## src/mdpi_pkg.sv

```systemverilog
// Purpose: Shared constants and types for the DRAM pin interface
// Assumes: 200 MHz core clock, one clock domain
// Notes: Times are kept in ps, cycle counts derived from them
package mdpi_pkg;
  localparam int DQ_W = 64;
  localparam int ECC_W = 8;
  localparam int ROWS = 6;
  localparam int BYTES = 8;
  localparam int ADDR_W = 14;
  localparam int SEL_W = 3;
  localparam int CNT_W = 4;
  localparam int FIFO_DEPTH = 16;
  // Timing in ps; least times round up
  localparam int CLK_PERIOD_PS = 5000;
  localparam int T_RCD_PS = 20000;
  localparam int T_RP_PS = 20000;
  localparam int RCD_CYC = (T_RCD_PS + CLK_PERIOD_PS - 1) / CLK_PERIOD_PS;
  localparam int RP_CYC = (T_RP_PS + CLK_PERIOD_PS - 1) / CLK_PERIOD_PS;
  localparam int CAS_LAT = 2;
  localparam int SYNC_STAGES = 2;
  localparam int RD_CYC = CAS_LAT + SYNC_STAGES;
  // Address pins 9:0 and 12:11 are active low, 10 and 13 active high
  localparam logic [ADDR_W-1:0] ADDR_INV_MASK = 14'h1bff;
  // Bit 10 high selects all banks on SDRAM precharge
  localparam logic [ADDR_W-1:0] ADDR_PRE_ALL = 14'h0400;
  localparam logic MEM_EDO = 1'b0;
  localparam logic MEM_SDRAM = 1'b1;
  localparam logic [ROWS-1:0] CKE_RST = 6'h3f;
  typedef enum logic [2:0] {
    ST_IDLE = 3'h0,
    ST_ROW = 3'h1,
    ST_COL = 3'h3,
    ST_RD = 3'h2,
    ST_PRE = 3'h6
  } mdpi_state_t;
  typedef struct packed {
    logic wr;
    logic [SEL_W-1:0] sel;
    logic [ADDR_W-1:0] row;
    logic [ADDR_W-1:0] col;
    logic [BYTES-1:0] mask;
    logic [ECC_W-1:0] ecc;
    logic [DQ_W-1:0] data;
  } mdpi_req_t;
  localparam int REQ_W = $bits(mdpi_req_t);
endpackage

```

## src/mdpi_stream_if.sv

```systemverilog
// Purpose: Valid/ready word stream between the block's modules
// Assumes: Producer holds data while valid and not ready
// Notes: No clocking block; both ends share core clock
`timescale 1ns/1ps
interface mdpi_stream_if #(parameter int W = 8);
  logic valid;
  logic ready;
  logic [W-1:0] data;
  modport tx (output valid, output data, input ready);
  modport rx (input valid, input data, output ready);
endinterface

```

## src/mdpi_fifo.sv

```systemverilog
// Purpose: Request FIFO in front of the DRAM sequencer
// Assumes: Depth is a power of two
// Notes: Full is registered so the fill-side ready is a flop
`timescale 1ns/1ps
module mdpi_fifo #(
  parameter int W = 8,
  parameter int D = 16
)
(
  input wire logic clk_i,
  input wire logic rst_n_i,
  mdpi_stream_if.rx in_if,
  mdpi_stream_if.tx out_if
);
  localparam int AW = $clog2(D);
  logic [W-1:0] mem [D];
  logic [AW-1:0] wp_reg, wp_next, rp_reg, rp_next;
  logic [AW:0] cnt_reg, cnt_next;
  logic full_reg, full_next;
  logic push, pop;

  // Handshakes on both sides
  assign push = in_if.valid && !full_reg;
  assign pop = out_if.valid && out_if.ready;
  assign in_if.ready = !full_reg;
  assign out_if.valid = (cnt_reg != '0);
  assign out_if.data = mem[rp_reg];

  // Pointers wrap naturally at a power-of-two depth
  always_comb
  begin
    wp_next = push ? wp_reg + 1'b1 : wp_reg;
    rp_next = pop ? rp_reg + 1'b1 : rp_reg;
    cnt_next = cnt_reg + (AW+1)'(push) - (AW+1)'(pop);
    full_next = (cnt_next == (AW+1)'(D));
  end

  // Storage has no reset; only written words are ever read
  always_ff @(posedge clk_i)
  begin
    if (push)
    begin
      mem[wp_reg] <= in_if.data;
    end
  end

  always_ff @(posedge clk_i or negedge rst_n_i)
  begin
    if (!rst_n_i)
    begin
      wp_reg <= '0;
      rp_reg <= '0;
      cnt_reg <= '0;
      full_reg <= 1'b0;
    end
    else
    begin
      wp_reg <= wp_next;
      rp_reg <= rp_next;
      cnt_reg <= cnt_next;
      full_reg <= full_next;
    end
  end
endmodule

```

## src/mdpi_top.sv

```systemverilog
// Purpose: DRAM pin sequencer for EDO or SDRAM behind a request FIFO
// Assumes: Requests and config come from core-clock logic
// Notes: Data and check-bit inputs pass two sync flops
// Operation
// - Eight check bits travel with the data bus on every access.
// - EDO uses six active-low row strobes to select the row.
// - EDO uses eight active-low column strobes to select the column.
// - SDRAM reuses them as read output enables and write byte masks.
// - Row and column share one address bus with mixed pin polarity.
// - One write enable pin controls writes for both memory types.
// - SDRAM row strobe low latches the row and also drives precharge.
// - SDRAM column strobe low latches the column for the access.
// - Six clock enables; dropping one powers its SDRAM down.
// - Each row has its own clock enable, driven independently.
// - Data moves over a 64-bit two-way bus straight to the DRAM.
`timescale 1ns/1ps
module mdpi_top
  import mdpi_pkg::*;
(
  input wire logic core_clk_i,
  input wire logic rst_n_i,
  input wire logic mem_type_i,
  input wire logic [ROWS-1:0] pd_req_i,
  input wire logic req_valid_i,
  input wire mdpi_req_t req_i,
  output logic req_ready_o,
  output logic rd_valid_o,
  output logic [DQ_W-1:0] rd_data_o,
  output logic [ECC_W-1:0] rd_ecc_o,
  input wire logic [DQ_W-1:0] memory_data_bus_i,
  output logic [DQ_W-1:0] memory_data_bus_o,
  output logic memory_data_bus_oe_o,
  input wire logic [ECC_W-1:0] memory_check_bits_i,
  output logic [ECC_W-1:0] memory_check_bits_o,
  output logic memory_check_bits_oe_o,
  output logic [ROWS-1:0] edo_row_strobe_n_o,
  output logic [BYTES-1:0] edo_column_strobe_n_o,
  output logic [ADDR_W-1:0] memory_address_set_b_o,
  output logic memory_write_enable_n_o,
  output logic sdram_row_strobe_n_o,
  output logic sdram_column_strobe_n_o,
  output logic [ROWS-1:0] sdram_clock_enable_o
);
  // One-hot row select; select codes above five hit no row
  function automatic logic [ROWS-1:0] row_sel(input logic [SEL_W-1:0] s);
    row_sel = ROWS'(6'h01 << s);
  endfunction

  // Logical address to pin levels
  function automatic logic [ADDR_W-1:0] pin_addr(
    input logic [ADDR_W-1:0] a);
    pin_addr = a ^ ADDR_INV_MASK;
  endfunction

  mdpi_stream_if #(.W(REQ_W)) push_if ();
  mdpi_stream_if #(.W(REQ_W)) pop_if ();

  mdpi_fifo #(.W(REQ_W), .D(FIFO_DEPTH)) u_fifo (
    .clk_i (core_clk_i),
    .rst_n_i (rst_n_i),
    .in_if (push_if),
    .out_if (pop_if)
  );

  mdpi_state_t state_reg, state_next;
  mdpi_req_t req_reg, req_next, head;
  logic type_reg, type_next;
  logic [CNT_W-1:0] cnt_reg, cnt_next;
  logic pop, go_pre;
  logic rdv_next;
  logic [DQ_W-1:0] rdd_next, dq_next, dq_s1, dq_s2;
  logic [ECC_W-1:0] rde_next, ecc_next, ecc_s1, ecc_s2;
  logic oe_next, we_next, sras_next, scas_next;
  logic [ROWS-1:0] ras_next, cke_next;
  logic [BYTES-1:0] cas_next;
  logic [ADDR_W-1:0] addr_next;

  assign push_if.valid = req_valid_i;
  assign push_if.data = req_i;
  assign req_ready_o = push_if.ready;
  assign head = mdpi_req_t'(pop_if.data);
  assign pop_if.ready = pop;

  // Pin inputs cross in through two flops before capture
  always_ff @(posedge core_clk_i or negedge rst_n_i)
  begin
    if (!rst_n_i)
    begin
      dq_s1 <= '0;
      dq_s2 <= '0;
      ecc_s1 <= '0;
      ecc_s2 <= '0;
    end
    else
    begin
      dq_s1 <= memory_data_bus_i;
      dq_s2 <= dq_s1;
      ecc_s1 <= memory_check_bits_i;
      ecc_s2 <= ecc_s1;
    end
  end

  // Sequencer and pin next values; pins idle unless a state drives them
  always_comb
  begin
    state_next = state_reg;
    cnt_next = cnt_reg;
    req_next = req_reg;
    type_next = type_reg;
    pop = 1'b0;
    go_pre = 1'b0;
    rdv_next = 1'b0;
    rdd_next = rd_data_o;
    rde_next = rd_ecc_o;
    ras_next = '1;
    cas_next = '1;
    addr_next = memory_address_set_b_o;
    we_next = 1'b1;
    sras_next = 1'b1;
    scas_next = 1'b1;
    oe_next = 1'b0;
    dq_next = memory_data_bus_o;
    ecc_next = memory_check_bits_o;
    cke_next = ~pd_req_i;
    case (state_reg)
      ST_IDLE:
      begin
        if (pop_if.valid)
        begin
          // Type latched here holds for the whole access
          pop = 1'b1;
          req_next = head;
          type_next = mem_type_i;
          state_next = ST_ROW;
          cnt_next = CNT_W'(RCD_CYC - 1);
          addr_next = pin_addr(head.row);
          ras_next = ~row_sel(head.sel);
          sras_next = (mem_type_i != MEM_SDRAM);
        end
      end
      ST_ROW:
      begin
        // SDRAM gets NOPs here; EDO holds its row strobe low
        if (type_reg == MEM_EDO)
        begin
          ras_next = ~row_sel(req_reg.sel);
        end
        if (cnt_reg != '0)
        begin
          cnt_next = cnt_reg - 1'b1;
        end
        else
        begin
          state_next = ST_COL;
          addr_next = pin_addr(req_reg.col);
          ras_next = ~row_sel(req_reg.sel);
          we_next = ~req_reg.wr;
          oe_next = req_reg.wr;
          dq_next = req_reg.data;
          ecc_next = req_reg.ecc;
          // Same pins: EDO column strobes or SDRAM byte masks
          cas_next = req_reg.wr ? req_reg.mask : '0;
          scas_next = (type_reg != MEM_SDRAM);
        end
      end
      ST_COL:
      begin
        if (req_reg.wr)
        begin
          go_pre = 1'b1;
        end
        else
        begin
          state_next = ST_RD;
          cnt_next = CNT_W'(RD_CYC - 1);
          cas_next = '0;
          if (type_reg == MEM_EDO)
          begin
            ras_next = ~row_sel(req_reg.sel);
          end
        end
      end
      ST_RD:
      begin
        // Read enables stay low until the sampled data is taken
        cas_next = '0;
        if (type_reg == MEM_EDO)
        begin
          ras_next = ~row_sel(req_reg.sel);
        end
        if (cnt_reg != '0)
        begin
          cnt_next = cnt_reg - 1'b1;
        end
        else
        begin
          rdv_next = 1'b1;
          rdd_next = dq_s2;
          rde_next = ecc_s2;
          go_pre = 1'b1;
        end
      end
      ST_PRE:
      begin
        if (cnt_reg != '0)
        begin
          cnt_next = cnt_reg - 1'b1;
        end
        else
        begin
          state_next = ST_IDLE;
        end
      end
      default:
      begin
        state_next = ST_IDLE;
      end
    endcase
    // Close the row; EDO just releases strobes for the precharge time
    if (go_pre)
    begin
      state_next = ST_PRE;
      cnt_next = CNT_W'(RP_CYC - 1);
      cas_next = '1;
      if (type_reg == MEM_SDRAM)
      begin
        ras_next = ~row_sel(req_reg.sel);
        sras_next = 1'b0;
        we_next = 1'b0;
        addr_next = pin_addr(ADDR_PRE_ALL);
      end
    end
  end

  // Every pin and status output is a flop
  always_ff @(posedge core_clk_i or negedge rst_n_i)
  begin
    if (!rst_n_i)
    begin
      state_reg <= ST_IDLE;
      cnt_reg <= '0;
      req_reg <= '0;
      type_reg <= MEM_EDO;
      rd_valid_o <= 1'b0;
      rd_data_o <= '0;
      rd_ecc_o <= '0;
      edo_row_strobe_n_o <= '1;
      edo_column_strobe_n_o <= '1;
      memory_address_set_b_o <= ADDR_INV_MASK;
      memory_write_enable_n_o <= 1'b1;
      sdram_row_strobe_n_o <= 1'b1;
      sdram_column_strobe_n_o <= 1'b1;
      memory_data_bus_oe_o <= 1'b0;
      memory_check_bits_oe_o <= 1'b0;
      memory_data_bus_o <= '0;
      memory_check_bits_o <= '0;
      sdram_clock_enable_o <= CKE_RST;
    end
    else
    begin
      state_reg <= state_next;
      cnt_reg <= cnt_next;
      req_reg <= req_next;
      type_reg <= type_next;
      rd_valid_o <= rdv_next;
      rd_data_o <= rdd_next;
      rd_ecc_o <= rde_next;
      edo_row_strobe_n_o <= ras_next;
      edo_column_strobe_n_o <= cas_next;
      memory_address_set_b_o <= addr_next;
      memory_write_enable_n_o <= we_next;
      sdram_row_strobe_n_o <= sras_next;
      sdram_column_strobe_n_o <= scas_next;
      memory_data_bus_oe_o <= oe_next;
      memory_check_bits_oe_o <= oe_next;
      memory_data_bus_o <= dq_next;
      memory_check_bits_o <= ecc_next;
      sdram_clock_enable_o <= cke_next;
    end
  end
endmodule

```

## config.mk

```make
export PLATFORM = sky130hd
export DESIGN_NAME = mdpi_top
export DESIGN_NICKNAME = d
export VERILOG_FILES = /design/src/mdpi_pkg.sv /design/src/mdpi_stream_if.sv /design/src/mdpi_fifo.sv /design/src/mdpi_top.sv
export SDC_FILE = /design/constraint.sdc
export NUM_CORES = 2
export LEC_CHECK = 0
export ABC_AREA = 1
export CAP_MARGIN = 0
export CORE_MARGIN = 4
export CORE_UTILIZATION = 50
export DETAILED_ROUTE_END_ITERATION = 8
export DONT_BUFFER_PORTS = 1
export PLACE_DENSITY_LB_ADDON = 0.25
export REMOVE_ABC_BUFFERS = 1
export SETUP_SLACK_MARGIN = 0.3
export SYNTH_ARGS = -nofsm -noshare
export SYNTH_HDL_FRONTEND = slang
export SYNTH_SLANG_ARGS = --single-unit
export TNS_END_PERCENT = 50
```

## constraint.sdc

```tcl
create_clock -name core_clk_i -period 8.3 [get_ports core_clk_i]
set_input_delay 2.075 -clock core_clk_i [delete_from_list [all_inputs] [get_ports core_clk_i]]
set_output_delay 2.075 -clock core_clk_i [all_outputs]
set_load 0.02 [all_outputs]
```

==> key figures <==
Outcome
  • Status: finished with violations
  • Failing checks: max-slew violations

Place
  • Gpl congestion: 0.785
  • IO buf count: 0
  • Pre-CTS WS: 3.26 ns
  • Post-DP HPWL: 105000 um

Critical path
  • WS Path Type: input pin to flop
  • Worst EP required: 8.72 ns
  • Crit-path max FO: 53
  • CP Launch Type: input pin
  • Critical path arrival: 4.61 ns
  • CP Capture Type: flop

Clock tree
  • Cts repair resizes: 0
  • CTS tree: yes
  • Register clock-pin slew on the reported worst setup and hold paths: 0.06 ns
  • CTS Sinks: about 2200
  • Max clock buf depth: 3
  • Post-CTS Setup Inserts: 0
  • Max H-tree Level: 4
  • Clock root cell: clkbuf_16
  • CTS Buf Count: 219
  • Cts hold-fix bufs: 0
  • Clock Latency Late Sink: 0.86 ns

Timing
  • Worst Tran Pin Value: 1.50 ns
  • Final Hold Fails: 0
  • Final worst setup slack: 4.11 ns
  • Setup TNS: 0 ns
  • Final min period: 4.19 ns
  • Relative slew slack: -0.00181
  • Slew Limit Fails: 6
  • RSZ-0062 raised after global routing: no
  • Fin crit share: 0.504
  • Final Setup Violations: 0
  • Fmax: 0.239 GHz
  • Clock skew: 0.0633 ns

Global routing
  • Initial antenna violation count: 17
  • Vias in the first global route: a little under 50000
  • Tot GR Track Use: 0.236
  • GRT overflow: 0
  • Largest net degree at the start of global routing: 448
  • First-pass GRT wire length: 313000 um

Final layout
  • Share of cells above drive strength 1: 0.0886
  • Max FFs per register: 1792
  • Nets: 6184
  • Area grow syn2layout: 10.4%

Route
  • Via count: slightly above 50000
  • Iteration-0 DRC Markers: 5444
  • Post-Route WL: 211000 um
  • ANT nets after route: 0
  • Detailed Routing Iterations Pass 1: 6
  • Routed wire length per instance: 25.2 um
  • Detailed-route DRC error count: 0
  • Via/cell ratio: between 6 and 7

Yosys
  • Cell accounting for the most synthesized area: edfxtp_1
  • Cell with the most instances after synthesis: edfxtp_1
  • Library cells used by synthesis: 43
  • Synth top area share: 0.636
  • Post-synth top cells: edfxtp_1, nor2_1, o21ai_0, dfrtp_1, nand2_1
  • Sequential share of the synthesized area: 0.769
  • Synthesized area: 84600 sq um
  • Top_reg_cell synth: edfxtp_1
  • Flops & latches, synth: 2239
  • Yosys warning total: 0
  • Synth Instances: 6106
  • Asr flop ratio synth: 0.200
  • Synth area leaders: edfxtp_1, dfrtp_1, o21ai_0
  • Avg Synthesized Cell Area: 13.9 sq um
  • Count of flip-flops with a built-in enable after synthesis: ~1800

Power and ir drop
  • PD cells: around 360 nW/um^2
  • Leakage dissipation: between 30 and 40 nW
  • Max VDD drop: about 0.00036 V

Die
  • Initial Utilization: 0.505
  • Core area: between 150000 and 200000 sq um
  • Die area: 176000 sq um
  • Rows: 150
  • Die height: approximately 420 um
  • Die span in x: 419 um
  • Io pins: 379

Run
  • Max_cap viols: 0

Worst hold path
  • Worst hold-check path type: flop to flop
==> routing by layer <==
metal | part of all wire | vias up | GRT usage
met5 | 0.00014 | - | 0
met4 | 0.026 | 4 | 0.0711
met3 | 0.075 | 314 | 0.0472
met2 | 0.50 | 1985 | 0.400
met1 | 0.40 | 25686 | 0.309
li1 | - | 22423 | -
==> cell usage in the layout, fill, tap and decap left out, drive strengths merged, types with 5 or more instances in the layout <==
cell type	synthesis	final
mux2	70	70
inv	90	97
diode	0	14
o31ai	5	5
ha	13	13
edfxtp	1792	1792
o21ai	944	944
nor3	9	9
clkbuf	234	340
nor2	1086	1086
xor2	8	8
o211ai	18	18
mux2i	10	10
a211oi	12	12
nand2	376	376
bufinv	0	7
buf	193	76
dfrtp	412	412
clkinv	1	61
o221ai	310	310
a21oi	59	59
nand3	213	213
a31oi	94	94
o22ai	109	109
dfstp	35	35
==> cell type report <==
class | instances | area, sq um
Tap cell | 2204 | 2760
Clock buffer | 340 | 6510
Timing Repair Buffer | 76 | 671
Sequential cell | 2239 | 65100
Clock inverter | 76 | 767
Fill cell | 13211 | 74200
Multi-Input combinational cell | 3349 | 17300
Inverter | 91 | 380
Antenna cell | 14 | 35.0
==> metrics by stage <==
step                utilization  instance area (sq um)  cells  hold slack (ns)  total power [mW]
finish                    0.558                  93400   8389            0.343              34.0
global placement          0.514                  86100   7959            0.331              24.1
global route              0.557                  93400   8384            0.350              35.7
CTS                       0.557                  93400   8375            0.347              34.2
floorplan                     -                  82500   5679            0.331              21.1
detailed placement        0.514                  86100   7959            0.335              24.4
==> cell families after synthesis <==
| kind of cell | Yosys count | synth area share |
|---|---|---|
| DFF | 2239 | 0.769 |
| AOI/OAI and AO/OA | 1555 | 0.110 |
| xor gates and xnor gates | 10 | 0.00104 |
| muxes | 80 | 0.0105 |
| adders and majority gates | 14 | 0.00216 |
| buffers and inverters | 518 | 0.0287 |
| and+or+nand+nor | 1690 | 0.0789 |
==> where the power goes <==
group	switching [mW]	internal (mW)	total [mW]	leakage (nW)
logic	6.33	2.55	8.87	6.71
registers	1.42	13.8	15.3	21.4
clock network	4.19	5.63	9.82	3.56
total	11.9	22.0	34.0	31.6
==> worst max-delay path, stage by stage <==
cell      delay (ns)
nand2_1         0.20
clkinv_1        0.25
nand2_1         0.30
nor2_4          0.75
buf_4           0.94
==> worst paths after layout <==
path | startpoint | end | slack (ns) | cells past startpoint
setup / recovery | req_valid_i | u_fifo.mem[3][47]$_DFFE_PP_ | 4.11 | 5
max in group asynchronous | rst_n_i | memory_data_bus_o[4]$_DFFE_PN0P_ | 6.15 | 0
min in group asynchronous | rst_n_i | dq_s1[10]$_DFF_PN0_ | 1.00 | 0
setup reg to reg | cnt_reg[0]$_DFFE_PN0P_ | cnt_reg[2]$_DFFE_PN0P_ | 4.18 | 15
hold reg to reg | dq_s1[52]$_DFF_PN0_ | dq_s2[52]$_DFF_PN0_ | 0.34 | 0
hold / removal | dq_s1[52]$_DFF_PN0_ | dq_s2[52]$_DFF_PN0_ | 0.34 | 0
Power figures use the tool's default switching activity.
